**src/jid_pkg.sv**
```systemverilog
package jid_pkg;

  // ----------------------------------------------------------------
  // register sizes and identity word layout
  // ----------------------------------------------------------------
  localparam int IR_W = 4;
  localparam int ID_W = 32;
  localparam int ID_VER_W = 4;
  localparam int ID_PART_W = 16;
  localparam int ID_MAKER_W = 11;
  localparam int ID_VER_LSB = 28;
  localparam int ID_PART_LSB = 12;
  localparam int ID_MAKER_LSB = 1;
  localparam logic ID_FIXED_BIT0 = 1'b1;

  // ----------------------------------------------------------------
  // instruction codes
  // ----------------------------------------------------------------
  localparam logic [3:0] IR_EXTEST = 4'h0;
  localparam logic [3:0] IR_SAMPLE = 4'h1;
  localparam logic [3:0] IR_DEVICE_IDENTITY_WORD = 4'h2;
  localparam logic [3:0] IR_CLAMP = 4'h3;
  localparam logic [3:0] IR_HIGHZ = 4'h4;
  localparam logic [3:0] IR_OFS_RD = 4'h7;
  localparam logic [3:0] IR_OFS_WR = 4'h8;
  localparam logic [3:0] IR_BYPASS = 4'hf;
  // low two bits must read 01 during capture-ir
  localparam logic [3:0] IR_CAPTURE_VAL = 4'h1;

  // ----------------------------------------------------------------
  // pin synchroniser bundle {trst_n, tdi, tms, tck} and its reset value
  // ----------------------------------------------------------------
  localparam int SYNC_W = 4;
  localparam logic [3:0] SYNC_RST = 4'h2;
  localparam int SYNC_TCK = 0;
  localparam int SYNC_TMS = 1;
  localparam int SYNC_TDI = 2;
  localparam int SYNC_TRST_N = 3;

  // consecutive tms-high rising edges that force test-logic-reset
  localparam int TAP_RESET_ONES = 5;

  // ----------------------------------------------------------------
  // types
  // ----------------------------------------------------------------
  typedef enum logic [3:0] {
    TAP_TLR, TAP_RTI, TAP_SEL_DR, TAP_CAP_DR, TAP_SHIFT_DR, TAP_EXIT1_DR,
    TAP_PAUSE_DR, TAP_EXIT2_DR, TAP_UPD_DR, TAP_SEL_IR, TAP_CAP_IR,
    TAP_SHIFT_IR, TAP_EXIT1_IR, TAP_PAUSE_IR, TAP_EXIT2_IR, TAP_UPD_IR
  } jid_tap_e;

  typedef enum logic [1:0] {
    PATH_BSR, PATH_ID, PATH_BYP, PATH_OFS
  } jid_path_e;

  typedef struct packed {
    logic capture;
    logic shift;
    logic update;
    logic serial;
  } jid_chain_s;

  typedef struct packed {
    logic bsr_drive;
    logic all_hiz;
    logic bsr_sel;
    logic ofs_rd;
    logic ofs_wr;
  } jid_mode_s;

  typedef struct packed {
    jid_tap_e tap;
    logic tck_prev;
    logic [3:0] ir;
    jid_path_e path;
    logic byp;
    logic tdo;
    logic tdo_oe;
    jid_chain_s chain;
    jid_mode_s mode;
  } jid_state_s;

endpackage : jid_pkg

```
**src/jid_scan_reg.sv**
```systemverilog
module jid_scan_reg #(
  parameter int W = 4,
  parameter logic [W-1:0] RST_VAL = '0
) (
  // clock and reset
  input wire logic mclk,
  input wire logic rst_n,
  // one-cycle controls
  input wire logic capture,
  input wire logic shift,
  // data
  input wire logic [W-1:0] cap_val,
  input wire logic serial_in,
  output logic [W-1:0] q
);

  typedef struct packed {
    logic [W-1:0] sr;
  } jid_scan_s;

  jid_scan_s scan_reg;
  jid_scan_s scan_next;

  // lsb sits nearest tdo, new bits enter at the msb
  always_comb begin
    scan_next = scan_reg;
    if (capture) begin
      scan_next.sr = cap_val;
    end else if (shift) begin
      scan_next.sr = {serial_in, scan_reg.sr[W-1:1]};
    end
  end

  always_ff @(posedge mclk) begin
    if (!rst_n) begin
      scan_reg <= '{sr: RST_VAL};
    end else begin
      scan_reg <= scan_next;
    end
  end

  assign q = scan_reg.sr;

endmodule : jid_scan_reg

```
**src/jid_sync3.sv**
```systemverilog
module jid_sync3 #(
  parameter int W = 1,
  parameter logic [W-1:0] RST_VAL = '0
) (
  // clock and reset
  input wire logic mclk,
  input wire logic rst_n,
  // asynchronous in, filtered out
  input wire logic [W-1:0] d,
  output logic [W-1:0] q
);

  typedef struct packed {
    logic [W-1:0] s1;
    logic [W-1:0] s2;
    logic [W-1:0] s3;
    logic [W-1:0] q;
  } jid_sync_s;

  jid_sync_s sync_reg;
  jid_sync_s sync_next;

  // a bit only moves once stages two and three agree
  always_comb begin
    sync_next = sync_reg;
    sync_next.s1 = d;
    sync_next.s2 = sync_reg.s1;
    sync_next.s3 = sync_reg.s2;
    for (int i = 0; i < W; i++) begin
      if (sync_reg.s2[i] == sync_reg.s3[i]) begin
        sync_next.q[i] = sync_reg.s3[i];
      end
    end
  end

  always_ff @(posedge mclk) begin
    if (!rst_n) begin
      sync_reg <= {RST_VAL, RST_VAL, RST_VAL, RST_VAL};
    end else begin
      sync_reg <= sync_next;
    end
  end

  assign q = sync_reg.q;

endmodule : jid_sync3

```
**src/jid_tap_decode.sv**
```systemverilog
module jid_tap_decode #(
  // arbitrary identity values, not those of any real part
  parameter logic [3:0] ID_VERSION = 4'h1,
  parameter logic [15:0] ID_PART = 16'h5a01,
  parameter logic [10:0] ID_MAKER = 11'h07e
) (
  // clock and reset
  input wire logic mclk,
  input wire logic rst_n,
  // test port pins
  input wire logic tck,
  input wire logic tms,
  input wire logic tdi,
  input wire logic trst_n,
  output logic tdo,
  output logic tdo_oe,
  // external chains: boundary cells and flag offset registers
  input wire logic bsr_so,
  input wire logic ofs_so,
  output jid_pkg::jid_chain_s chain,
  // pin and offset-port modes
  output jid_pkg::jid_mode_s mode,
  output logic [3:0] instr
);

  // ----------------------------------------------------------------
  // state and helpers
  // ----------------------------------------------------------------
  localparam jid_pkg::jid_state_s ST_RST = '{
    tap: jid_pkg::TAP_TLR,
    tck_prev: 1'b0,
    ir: jid_pkg::IR_DEVICE_IDENTITY_WORD,
    path: jid_pkg::PATH_ID,
    byp: 1'b0,
    tdo: 1'b0,
    tdo_oe: 1'b0,
    chain: '0,
    mode: '0
  };

  localparam logic [31:0] ID_WORD = {ID_VERSION, ID_PART, ID_MAKER, jid_pkg::ID_FIXED_BIT0};

  jid_pkg::jid_state_s st_reg;
  jid_pkg::jid_state_s st_next;
  logic [3:0] pins_s;
  logic s_tck;
  logic s_tms;
  logic s_tdi;
  logic s_trst_n;
  logic rise;
  logic fall;
  logic ext_sel;
  logic ir_cap;
  logic ir_shift;
  logic id_cap;
  logic id_shift;
  logic dr_bit;
  logic [3:0] ir_sr;
  logic [31:0] id_sr;

  // ----------------------------------------------------------------
  // pin synchronisers and shift registers
  // ----------------------------------------------------------------
  jid_sync3 #(
    .W(jid_pkg::SYNC_W),
    .RST_VAL(jid_pkg::SYNC_RST)
  ) u_sync (
    .mclk(mclk),
    .rst_n(rst_n),
    .d({trst_n, tdi, tms, tck}),
    .q(pins_s)
  );

  assign s_tck = pins_s[jid_pkg::SYNC_TCK];
  assign s_tms = pins_s[jid_pkg::SYNC_TMS];
  assign s_tdi = pins_s[jid_pkg::SYNC_TDI];
  assign s_trst_n = pins_s[jid_pkg::SYNC_TRST_N];

  jid_scan_reg #(
    .W(jid_pkg::IR_W),
    .RST_VAL(jid_pkg::IR_CAPTURE_VAL)
  ) u_ir (
    .mclk(mclk),
    .rst_n(rst_n),
    .capture(ir_cap),
    .shift(ir_shift),
    .cap_val(jid_pkg::IR_CAPTURE_VAL),
    .serial_in(s_tdi),
    .q(ir_sr)
  );

  // identity shifter, reloaded from constants only
  jid_scan_reg #(
    .W(jid_pkg::ID_W),
    .RST_VAL(ID_WORD)
  ) u_id (
    .mclk(mclk),
    .rst_n(rst_n),
    .capture(id_cap),
    .shift(id_shift),
    .cap_val(ID_WORD),
    .serial_in(s_tdi),
    .q(id_sr)
  );

  // ----------------------------------------------------------------
  // decode
  // ----------------------------------------------------------------
  // path selection per instruction
  function automatic jid_pkg::jid_path_e f_path(input logic [3:0] code);
    jid_pkg::jid_path_e p;
    unique case (code)
      jid_pkg::IR_EXTEST,
      jid_pkg::IR_SAMPLE: p = jid_pkg::PATH_BSR;
      jid_pkg::IR_DEVICE_IDENTITY_WORD: p = jid_pkg::PATH_ID;
      jid_pkg::IR_OFS_RD,
      jid_pkg::IR_OFS_WR: p = jid_pkg::PATH_OFS;
      default: p = jid_pkg::PATH_BYP;
    endcase
    return p;
  endfunction : f_path

  // pin modes; sample keeps pins functional
  function automatic jid_pkg::jid_mode_s f_mode(input logic [3:0] code);
    jid_pkg::jid_mode_s m;
    m = '0;
    m.bsr_drive = (code == jid_pkg::IR_EXTEST) || (code == jid_pkg::IR_CLAMP);
    m.all_hiz = (code == jid_pkg::IR_HIGHZ);
    m.bsr_sel = (code == jid_pkg::IR_EXTEST) || (code == jid_pkg::IR_SAMPLE);
    m.ofs_rd = (code == jid_pkg::IR_OFS_RD);
    m.ofs_wr = (code == jid_pkg::IR_OFS_WR);
    return m;
  endfunction : f_mode

  function automatic jid_pkg::jid_tap_e f_tap(input jid_pkg::jid_tap_e s, input logic m);
    jid_pkg::jid_tap_e n;
    unique case (s)
      jid_pkg::TAP_TLR: n = m ? jid_pkg::TAP_TLR : jid_pkg::TAP_RTI;
      jid_pkg::TAP_RTI: n = m ? jid_pkg::TAP_SEL_DR : jid_pkg::TAP_RTI;
      jid_pkg::TAP_SEL_DR: n = m ? jid_pkg::TAP_SEL_IR : jid_pkg::TAP_CAP_DR;
      jid_pkg::TAP_CAP_DR: n = m ? jid_pkg::TAP_EXIT1_DR : jid_pkg::TAP_SHIFT_DR;
      jid_pkg::TAP_SHIFT_DR: n = m ? jid_pkg::TAP_EXIT1_DR : jid_pkg::TAP_SHIFT_DR;
      jid_pkg::TAP_EXIT1_DR: n = m ? jid_pkg::TAP_UPD_DR : jid_pkg::TAP_PAUSE_DR;
      jid_pkg::TAP_PAUSE_DR: n = m ? jid_pkg::TAP_EXIT2_DR : jid_pkg::TAP_PAUSE_DR;
      jid_pkg::TAP_EXIT2_DR: n = m ? jid_pkg::TAP_UPD_DR : jid_pkg::TAP_SHIFT_DR;
      jid_pkg::TAP_UPD_DR: n = m ? jid_pkg::TAP_SEL_DR : jid_pkg::TAP_RTI;
      jid_pkg::TAP_SEL_IR: n = m ? jid_pkg::TAP_TLR : jid_pkg::TAP_CAP_IR;
      jid_pkg::TAP_CAP_IR: n = m ? jid_pkg::TAP_EXIT1_IR : jid_pkg::TAP_SHIFT_IR;
      jid_pkg::TAP_SHIFT_IR: n = m ? jid_pkg::TAP_EXIT1_IR : jid_pkg::TAP_SHIFT_IR;
      jid_pkg::TAP_EXIT1_IR: n = m ? jid_pkg::TAP_UPD_IR : jid_pkg::TAP_PAUSE_IR;
      jid_pkg::TAP_PAUSE_IR: n = m ? jid_pkg::TAP_EXIT2_IR : jid_pkg::TAP_PAUSE_IR;
      jid_pkg::TAP_EXIT2_IR: n = m ? jid_pkg::TAP_UPD_IR : jid_pkg::TAP_SHIFT_IR;
      jid_pkg::TAP_UPD_IR: n = m ? jid_pkg::TAP_SEL_DR : jid_pkg::TAP_RTI;
    endcase
    return n;
  endfunction : f_tap

  // ----------------------------------------------------------------
  // tck edges and data-register controls
  // ----------------------------------------------------------------
  // edges are seen a few mclk late, but tms and tdi share the same delay
  assign rise = s_tck && !st_reg.tck_prev && s_trst_n;
  assign fall = !s_tck && st_reg.tck_prev && s_trst_n;
  // only a selected boundary or offset path ever sees pulses
  assign ext_sel = (st_reg.path == jid_pkg::PATH_BSR) || (st_reg.path == jid_pkg::PATH_OFS);
  assign ir_cap = rise && (st_reg.tap == jid_pkg::TAP_CAP_IR);
  assign ir_shift = rise && (st_reg.tap == jid_pkg::TAP_SHIFT_IR);
  // identity capture never touches the core
  assign id_cap = rise && (st_reg.tap == jid_pkg::TAP_CAP_DR) && (st_reg.path == jid_pkg::PATH_ID);
  assign id_shift = rise && (st_reg.tap == jid_pkg::TAP_SHIFT_DR)
                    && (st_reg.path == jid_pkg::PATH_ID);

  always_comb begin
    unique case (st_reg.path)
      jid_pkg::PATH_BSR: dr_bit = bsr_so;
      jid_pkg::PATH_ID: dr_bit = id_sr[0];
      jid_pkg::PATH_BYP: dr_bit = st_reg.byp;
      jid_pkg::PATH_OFS: dr_bit = ofs_so;
    endcase
  end

  // ----------------------------------------------------------------
  // next state
  // ----------------------------------------------------------------
  always_comb begin
    st_next = st_reg;
    st_next.tck_prev = s_tck;
    st_next.chain.capture = 1'b0;
    st_next.chain.shift = 1'b0;
    st_next.chain.update = 1'b0;
    st_next.chain.serial = s_tdi;
    // trst forces reset; the fsm handles five tms-high edges
    if (!s_trst_n) begin
      st_next.tap = jid_pkg::TAP_TLR;
    end else if (rise) begin
      st_next.tap = f_tap(st_reg.tap, s_tms);
    end
    if (rise && ext_sel) begin
      st_next.chain.capture = (st_reg.tap == jid_pkg::TAP_CAP_DR);
      st_next.chain.shift = (st_reg.tap == jid_pkg::TAP_SHIFT_DR);
    end
    if (fall && ext_sel && (st_reg.tap == jid_pkg::TAP_UPD_DR)) begin
      st_next.chain.update = 1'b1;
    end
    if (rise && (st_reg.path == jid_pkg::PATH_BYP)) begin
      if (st_reg.tap == jid_pkg::TAP_CAP_DR) begin
        st_next.byp = 1'b0;
      end else if (st_reg.tap == jid_pkg::TAP_SHIFT_DR) begin
        st_next.byp = s_tdi;
      end
    end
    if (!s_trst_n || (st_reg.tap == jid_pkg::TAP_TLR)) begin
      st_next.ir = jid_pkg::IR_DEVICE_IDENTITY_WORD;
    // latch on falling edge in update-ir
    end else if (fall && (st_reg.tap == jid_pkg::TAP_UPD_IR)) begin
      st_next.ir = ir_sr;
    end
    // tdo changes on falling tck, driven only while shifting
    if (!s_trst_n) begin
      st_next.tdo_oe = 1'b0;
    end else if (fall) begin
      st_next.tdo_oe = 1'b0;
      if (st_reg.tap == jid_pkg::TAP_SHIFT_IR) begin
        st_next.tdo = ir_sr[0];
        st_next.tdo_oe = 1'b1;
      end else if (st_reg.tap == jid_pkg::TAP_SHIFT_DR) begin
        st_next.tdo = dr_bit;
        st_next.tdo_oe = 1'b1;
      end
    end
    // offset access modes follow the latched code
    st_next.path = f_path(st_next.ir);
    st_next.mode = f_mode(st_next.ir);
  end

  always_ff @(posedge mclk) begin
    if (!rst_n) begin
      st_reg <= ST_RST;
    end else begin
      st_reg <= st_next;
    end
  end

  assign tdo = st_reg.tdo;
  assign tdo_oe = st_reg.tdo_oe;
  assign chain = st_reg.chain;
  assign mode = st_reg.mode;
  assign instr = st_reg.ir;

  logic [2:0] ones_cnt;
  always_ff @(posedge mclk) begin
    if (!rst_n || !s_trst_n) begin
      ones_cnt <= 3'h0;
    end else if (rise) begin
      if (!s_tms) begin
        ones_cnt <= 3'h0;
      end else if (ones_cnt != 3'(jid_pkg::TAP_RESET_ONES)) begin
        ones_cnt <= ones_cnt + 3'h1;
      end
    end
  end
endmodule : jid_tap_decode

```
**config.mk**
```make
export PLATFORM = sky130hd
export DESIGN_NAME = jid_tap_decode
export DESIGN_NICKNAME = d
export VERILOG_FILES = /design/src/jid_pkg.sv /design/src/jid_scan_reg.sv /design/src/jid_sync3.sv /design/src/jid_tap_decode.sv
export SDC_FILE = /design/constraint.sdc
export NUM_CORES = 1
export LEC_CHECK = 0
export CAP_MARGIN = 0
export CELL_PAD_IN_SITES_DETAIL_PLACEMENT = 1
export CELL_PAD_IN_SITES_GLOBAL_PLACEMENT = 2
export CORE_UTILIZATION = 38
export CTS_CLUSTER_SIZE = 25
export DETAILED_ROUTE_END_ITERATION = 6
export DONT_BUFFER_PORTS = 1
export PLACE_DENSITY_LB_ADDON = 0.25
export SETUP_SLACK_MARGIN = 0.05
export SYNTH_ARGS = -nofsm -noshare
export SYNTH_HDL_FRONTEND = slang
export SYNTH_SLANG_ARGS = --single-unit
```
**constraint.sdc**
```tcl
create_clock -name mclk -period 2.3 [get_ports mclk]
set_input_delay 0.23 -clock mclk [delete_from_list [all_inputs] [get_ports mclk]]
set_output_delay 0.23 -clock mclk [all_outputs]
set_load 0.01 [all_outputs]
```
* After elaboration in Yosys (flattened, before gate mapping) *
Cells that the tools add are included.

word-level totals
  flip-flop bits (word level) = 75
  output and inout bits = 15
  logic and storage cells = 114

cells by class
  eq/ne operators = 28
  multiplexer cells = 22
  bitwise gates (word level) = 1
  reductions and logical operators = 38

operators with widths
  operator                                                         number
  4-bit case mux with 12 select lines                              1
  4-bit == test, second input constant                             9
  4-bit by 3-bit == test with 1-bit output, second input constant  6
  4-bit 2-to-1 mux                                                 6
  4-bit by 2-bit == test with 1-bit output, second input constant  4
  1-bit logical AND                                                15
  2-bit OR reduction                                               6
  2-bit 2-to-1 mux                                                 5
  4-bit by 1-bit == test with 1-bit output, second input constant  2
  4-bit zero test                                                  2
  1-bit 2-to-1 mux                                                 6
  3-bit 2-to-1 mux                                                 2
  2-bit case mux with 3 select lines                               1
  2-bit AND reduction                                              3
  1-bit == test                                                    4
  2-bit == test, second input constant                             2
  1-bit logical OR                                                 4
  1-bit case mux with 4 select lines                               1
  2-bit nonzero test                                               2
  1-bit zero test                                                  3
  3-bit AND reduction                                              1
  3-bit OR reduction                                               1
  2-bit by 1-bit == test with 1-bit output, second input constant  1
  2-bit zero test                                                  1
  1-bit inverter                                                   1

* Depth between registers and ports, before layout *
Gate-level depths: netlist (run 1).

  word-level depth = 9
  mapped depth = 7

* Hierarchy *
From an unflattened synthesis (run 1), not the netlist that was laid out.

unflattened totals
  cells, all modules = 382
  area, all modules = 3848.7 µm²

modules (own cells, without submodules)
  module               times used  cells each  area an instance (µm²)
  jid_scan_reg (u_id)  1           142         1639.1
  jid_tap_decode       1           176         1515.2
  jid_sync3            1           45          505.5
  jid_scan_reg (u_ir)  1           19          188.9

* Least setup slack after synthesis (run 1) *
No wires, ideal clock.

  kind = flip-flop to flip-flop
  start point = reg st_reg[20] (netlist bit)
  end point = reg st_reg (netlist bit instr[1])
  setup time = 123 ps
  arrival = 1532 ps
  setup slack = 645 ps
  cell stages (with the launch flop) = 7
  path buffers = 2
  clock period less this slack = 1655 ps
  path through = dfxtp_1 -> buf_2 -> nand4_2 -> nor2_2 -> buf_4 -> mux2_2 -> or2_2

between the ends
  word-level cells in the longest chain between the ends = 4
  elaborated cells between the ends (all ways) = 6
  classes of those cells = 1 x eq/ne; 2 x mux; 3 x reduce/logical

RTL lines
  what                    line                   source
  from (decl)             jid_tap_decode.sv:43   jid_pkg::jid_state_s st_reg;
  from (signal assigned)  jid_tap_decode.sv:240  st_reg <= st_next;
  4-bit == test           jid_tap_decode.sv:215  end else if (fall && (st_reg.tap == jid_pkg::TAP_UPD_IR)) begin
  1-bit logical AND       jid_tap_decode.sv:215
  4-bit 2-to-1 mux        jid_tap_decode.sv:215
  4-bit 2-to-1 mux *      jid_tap_decode.sv:212  if (!s_trst_n || (st_reg.tap == jid_pkg::TAP_TLR)) begin

Mark *: on every way between the ends. The rest lies on a longest branch, timed or not.
A chain may end at the register's enable or synchronous reset.

* Final worst setup path (run 1) *
  start point = reg st_reg[21] (netlist bit)
  end point = reg st_reg (netlist bit mode[1])

between the ends
  word-level cells in the longest chain between the ends = 5
  elaborated cells between the ends (all ways) = 7
  classes of those cells = 2 x eq/ne; 2 x mux; 3 x reduce/logical

RTL lines
  what                                        line                   source
  4-bit == test                               jid_tap_decode.sv:215
  1-bit logical AND                           jid_tap_decode.sv:215
  4-bit 2-to-1 mux                            jid_tap_decode.sv:215
  4-bit 2-to-1 mux *                          jid_tap_decode.sv:212
  4-bit by 3-bit == test with 1-bit output *  jid_tap_decode.sv:130  m.ofs_rd = (code == jid_pkg::IR_OFS_RD);

Marks and branches as above.

==> results of run 1 <==
==> power groups by stage <==
stage / clock [mW] / combinational [mW] / sequential [mW]
2_1_floorplan: 0 / 0.0202 / 1.34
3_3_place_gp: 0 / 0.0220 / 1.34
3_5_place_dp: 0 / 0.0224 / 1.34
4_1_cts: 1.08 / 0.0280 / 1.31
5_1_grt: 1.14 / 0.0345 / 1.31
6_report: 1.04 / 0.0304 / 1.31
==> what timing repair did <==
action / CTS / global route
setup endpoints to repair: 0 / 0
gates resized for setup: 0 / 0
hold endpoints to repair: 5 / 1
hold buffers: 3 / 2
==> area by class of cell <==
class / instances / area (µm²)
fillers: 945 / 4480
well taps: 102 / 128
repair buffers: 14 / 130
flip-flops and latches: 75 / 1500
inverters: 12 / 45.0
clock buffers: 11 / 141
clock inverters: 5 / 60.1
multi-input cells: 242 / 1370
==> stage by stage <==
| stage | area, µm² | hold slack, ns | cells | power [mW] |
|---|---|---|---|---|
| floorplan | 3130 | 0.331 | 364 | 1.36 |
| global placement | 3120 | 0.308 | 440 | 1.36 |
| detailed placement | 3120 | 0.314 | 440 | 1.36 |
| CTS | 3350 | 0.00189 | 459 | 2.42 |
| global route | 3370 | 0.00250 | 461 | 2.48 |
| finish | 3370 | 0.0184 | 461 | 2.38 |
==> logic make-up after synthesis <==
kind of cell | Yosys count
adders and majority gates | 4
AOI/OAI and AO/OA | 72
xor gates and xnor gates | 2
buffers and inverters | 47
muxes | 8
DFF | 75
and+or+nand+nor | 156
==> cell usage in the layout, fill, tap and decap left out, types with 3 or more instances in the layout <==
cell type / netlist / layout
nand2_1: 77 / 77
dfxtp_1: 75 / 75
a21oi_1: 34 / 34
nand3_1: 17 / 17
and2_1: 14 / 14
nor2_1: 14 / 14
inv_1: 12 / 12
o21ai_0: 11 / 11
clkbuf_8: 0 / 10
buf_4: 17 / 8
mux2i_1: 6 / 6
nand2b_1: 5 / 5
dlygate4sd3_1: 0 / 5
nor4_1: 4 / 4
nor3_1: 4 / 4
ha_1: 4 / 4
and3_1: 3 / 3
a221oi_1: 3 / 3
nor2b_1: 3 / 3
==> how the worst max path moves through the flow <==
stage	startpoint	to	slack, ns
after floorplan	st_reg[20]$_SDFFE_PN0P_	instr[1]$_SDFF_PN1_	0.64
after CTS	st_reg[21]$_SDFFE_PN0P_	mode[1]$_SDFF_PN0_	0.39
final	st_reg[21]$_SDFFE_PN0P_	mode[1]$_SDFF_PN0_	0.40
after global routing	st_reg[21]$_SDFFE_PN0P_	mode[1]$_SDFF_PN0_	0.23
after global placement	st_reg[21]$_SDFFE_PN0P_	mode[3]$_SDFF_PN0_	0.49
after detailed placement	st_reg[21]$_SDFFE_PN0P_	mode[1]$_SDFF_PN0_	0.42
==> critical path, stage by stage, from the launching register on <==
cell and delay [ns]:
dfxtp_1 0.65, nand4_2 0.24, o21ai_0 0.35, nand3_1 0.23
nor4_1 0.33
==> per-layer routing <==
metal | wire length (µm) | up-vias
met1 | 3500 | 1124
met5 | 0 | -
li1 | - | 1198
met2 | 2980 | 37
met4 | 38 | 0
met3 | 194 | 2
==> results.cfg, run 1 <==
[critical_path]
reg2reg_to = mode[1]$_SDFF_PN0_
worst-r2r-setup-slack_ns = 0.40
crit_required_ns = 2.54
worstSetupEndpointType = flip-flop
cp.arrival_ns = 2.14
cp-start-kind = flip-flop
crit_fanout = 16
crit_type = reg2reg
ff2ff_path_depth = 4
rr_startpoint = st_reg[21]$_SDFFE_PN0P_

[drt]
first_pass_iters = 4
postRouteAntennaNets = 0
totalWireLength_mm = 6.71
vias = 2361
vias_per_cell = 5.12
drtIter0Drc = 156
wl_per_cell_um = 14.6
drc_errors = 0

[finish]
fin_util_pct = 43.0
area_growth_pct = 7.71
largest_register_ffs = 32
antennaDiodeCount = 0
drive_gt1_share_pct = 9.47
nNetsFinal = 366

[synthesis]
syn_avg_cell_area_um2 = 8.60
ys_seq_elements = 75
synth_most_common_cell = nand2_1
ys.warnings.count = 0
synth_xor_area_share_pct = 0.560
synth-compound-area-share_pct = 14.3
yosysTopAreaCellShare_pct = 48.0
synth.yosys.seq_area_share_pct = 48.0
synth_top_family_by_area = simple AND/OR/NAND/NOR gates
synth-simple-area-share_pct = 24.5
synth_common_cells = nand2_1 (77), dfxtp_1 (75), a21oi_1 (34)
synthTopCellsByArea = dfxtp_1 (48%), nand2_1 (9.2%), a21oi_1 (5.4%)
synth_area_um2 = 3130
ys_async_sr_fraction_pct = 0
yosysUniqueCellTypes = 54
synth_fa_ha_area_share_pct = 1.60
syn-num-nets = 376
synthMuxAreaShare_pct = 2.64
synth-edff-count = 0
ys.flop_type = dfxtp_1
netlist.top_cell.by_area = dfxtp_1
synth_cells = 364

[clock_tree]
cts_tree = yes
clkTransAtPathRegs_ns = 0.08
numCtsBuffers = 9
cts_setup_buffers = 0
cts_root_buf = clkbuf_8
clk_latency_ns = 0.34
cts-htree-levels = 3
cts_sinks = 75
cts_max_path_buffers = 2

[timing]
hold_violations = 0
timing.slew.headroom_pct = 65.7
setup_violations = 0
post-route-period-util_pct = 82.6
worst_slack_ns = 0.400
fin_worst_skew_ns = 0.00845
fmax_mhz = 526
finalSetupTns_ns = 0
drv_slew = 0
tightestPinTransition_ns = 0.514
rsz0062_at_grt = no
min_period_ns = 1.90

[die]
placementRows = 32
die_width_um = 92.8
die_height_um = 92.8
dieArea_um2 = 8610
fp.coreArea_um2 = 7850
start_util_pct = 39.9
pin_count = 23

[power]
power.share.switching_pct = 22.0
pwr-share-comb_pct = 1.3
clock_power_share_pct = 43.7
pwr-share-seq_pct = 55.0
power_density_nw_per_um2 = 706
p_int_mw = 1.86
p_sw_mw = 0.523
peakVddDrop_mv = 0.330
leakage_nw = 1.20

[grt]
antenna_found_initial = 0
gr-total-overflow = 0
grt_usage_pct = 16.7
top_usage_layer = met2
first_global_vias = 2320
grt_pass1_wl_mm = 11.4
grt_max_degree = 33
met1_usage_pct = 22.8
use_met3_pct = 4.27
grt_util_met2_pct = 25.1

[hold_path]
min_path_cells = 1
hold_start = rst_n
hp-class = in2reg
holdPathEnd = u_sync.sync_next[7]$_SDFF_PN0_

[place]
place.port_buffers = 0
place_congestion = 0.768
dp_hpwl_mm = 4.34
pre_cts_ws_ns = 0.424

[outcome]
status = finished, final reports clean

[job]
drv_cap = 0
(Power assumes the default switching activity.)
==> run 2: changes to the inputs <==
- CORE_UTILIZATION: 38 -> 34
- clock period: 2.3 -> 1.6 ns (I/O delays scaled with it)
==> run 2 against run 1 <==
Against the previous run: the run now ends with design-rule violations left; first-iteration DRC count decreased by 49%; sequential cell count unchanged; setup slack got worse by 0.32 ns; clock power increased by 23%; critical endpoint is now mode[0]$_SDFF_PN0_; cell count increased by 5.4%; global-route usage decreased by 1.1 points; clock skew increased by 0.0059 ns; sequential power increased by 43%.
==> results.cfg, run 2 (synthesized netlist as in run 1, its figures left out) <==
[power]
clock_power_share_pct = 39.7
pwr-share-seq_pct = 58.4
p_int_mw = 2.46
peakVddDrop_mv = 0.377
power.share.switching_pct = 23.2
p_sw_mw = 0.746
pwr-share-comb_pct = 1.9
power_density_nw_per_um2 = 884
leakage_nw = 1.32

[clock_tree]
cts-htree-levels = 3
clk_latency_ns = 0.35
cts_sinks = 75
cts_tree = yes
numCtsBuffers = 9
cts_root_buf = clkbuf_8
cts_max_path_buffers = 2
clkTransAtPathRegs_ns = 0.08

[finish]
drive_gt1_share_pct = 18.0
area_growth_pct = 16.0
fin_area_um2 = 3630
final_common_cell = nand2_1
antennaDiodeCount = 0
most-common-layout-cells = nand2_1 (77), dfxtp_1 (67), a21oi_1 (33)
largest_register_ffs = 32
nNetsFinal = 385

[timing]
hold_violations = 0
post-route-period-util_pct = 94.9
drv_slew = 0
holdWs_ns = 0.0680
fin_worst_skew_ns = 0.0143
setup_violations = 0
fmax_mhz = 659
rsz0062_at_grt = yes
min_period_ns = 1.52
tightestPinTransition_ns = 0.510
worst_slack_ns = 0.0822
timing.slew.headroom_pct = 65.9

[outcome]
failed_checks = design-rule violations
status = complete, but fails checks

[grt]
antenna_found_initial = 0
grt_max_degree = 33
grt_pass1_wl_mm = 11.9
gr-total-overflow = 0
first_global_vias = 2463
grt_usage_pct = 15.6

[critical_path]
ff2ff_path_depth = 5
crit_required_ns = 1.86
cp-start-kind = flip-flop
crit_fanout = 4
worst-r2r-setup-slack_ns = 0.08
worstSetupEndpointType = flip-flop
reg2reg_to = mode[0]$_SDFF_PN0_
cp.arrival_ns = 1.77
crit_type = reg2reg
rr_startpoint = u_sync.q[0]$_SDFFE_PN0N_

[drt]
postRouteAntennaNets = 0
first_pass_iters = 7
wl_per_cell_um = 14.5
vias = 2443
vias_per_cell = 5.03
totalWireLength_mm = 7.07
drc_errors = 3
drtIter0Drc = 79

[job]
drv_cap = 0

[hold_path]
hold_start = rst_n
min_path_cells = 3
hp-class = in2reg
holdPathEnd = u_ir.q[1]$_SDFFE_PP0P_

[die]
die_height_um = 98.0
die_width_um = 98.0
dieArea_um2 = 9600
fp.coreArea_um2 = 8810
placementRows = 34
start_util_pct = 35.5
pin_count = 23

[place]
pre_cts_ws_ns = -0.0952
dpl-instance-area_um2 = 3300
dp_hpwl_mm = 4.73
place_congestion = 0.779
place.port_buffers = 0
[run 2: cell types whose count changed in the layout (fill, tap and decap cells not counted), moves of 2 or more]
cell,change
buf_12,+3
buf_4,+14
clkinv_4,+2
dfxtp_1,-8
dfxtp_2,+4
dfxtp_4,+4
inv_6,-2
mux2i_1,-2
[run 2: per-layer routing]
metal  global-route usage (%)  vias to the layer above  share of wire [%]
met5                        0                        -                  0
met4                     6.64                        0                1.5
met3                     2.93                        9                2.7
met2                     24.0                       31                 45
met1                     21.3                     1157                 51
li1                         -                     1246                  -
[run 2: repair_timing]
action	CTS	global route
endpoints found under the hold margin	17	0
buffers inserted	0	2
gates resized for setup	8	17
hold buffers	6	0
pin swaps	0	5
endpoints found under the setup margin	8	12
[run 2: worst max-delay path by stage]
stage                                        start                   to  slack (ns)  cells after the start
after global placement     st_reg[19]$_SDFFE_PN0P_   mode[1]$_SDFF_PN0_      -0.002                      5
after detailed placement   st_reg[19]$_SDFFE_PN0P_   mode[3]$_SDFF_PN0_        -0.1                      5
final                     u_sync.q[0]$_SDFFE_PN0N_   mode[0]$_SDFF_PN0_        0.08                      5
after CTS                  st_reg[21]$_SDFFE_PN0P_   mode[0]$_SDFF_PN0_        0.05                      5
after floorplan           u_sync.q[0]$_SDFFE_PN0N_  instr[1]$_SDFF_PN1_        0.09                      5
after global routing      u_sync.q[0]$_SDFFE_PN0N_   mode[0]$_SDFF_PN0_      -0.006                      5
[run 2: final cells by class]
cell class              instances  area, µm²
well taps                     108        135
inverters                      12       45.0
flip-flops and latches         75       1520
clock inverters                 6       42.5
repair buffers                 33        317
clock buffers                  10        128
fillers                      1033       5170
multi-input cells             242       1440
[run 2: power by group through the flow]
stage | Clock (mW) | Sequential [mW] | Combinational (mW)
after global routing | 1.41 | 1.88 | 0.0664
after global placement | 0 | 1.93 | 0.0437
final | 1.28 | 1.87 | 0.0603
after floorplan | 0 | 1.92 | 0.0291
after CTS | 1.32 | 1.88 | 0.0617
after detailed placement | 0 | 1.93 | 0.0444
[run 2: metrics by stage]
stage / power, mW / std cells / setup TNS (ns) / util (%)
finish: 3.21 / 486 / 0 / 41.2
global route: 3.36 / 486 / -0.00608 / 41.2
CTS: 3.26 / 484 / 0 / 40.2
detailed placement: 1.97 / 462 / -0.270 / 37.4
global placement: 1.97 / 462 / -0.00383 / 37.4
floorplan: 1.95 / 364 / 0 / -
[run 2: critical path, stage by stage (launching register included)]
cell      delay [ns]
dfxtp_2         0.32
nand3b_1        0.24
buf_6           0.18
or3_4           0.35
a21oi_4         0.16
nor4b_4         0.19
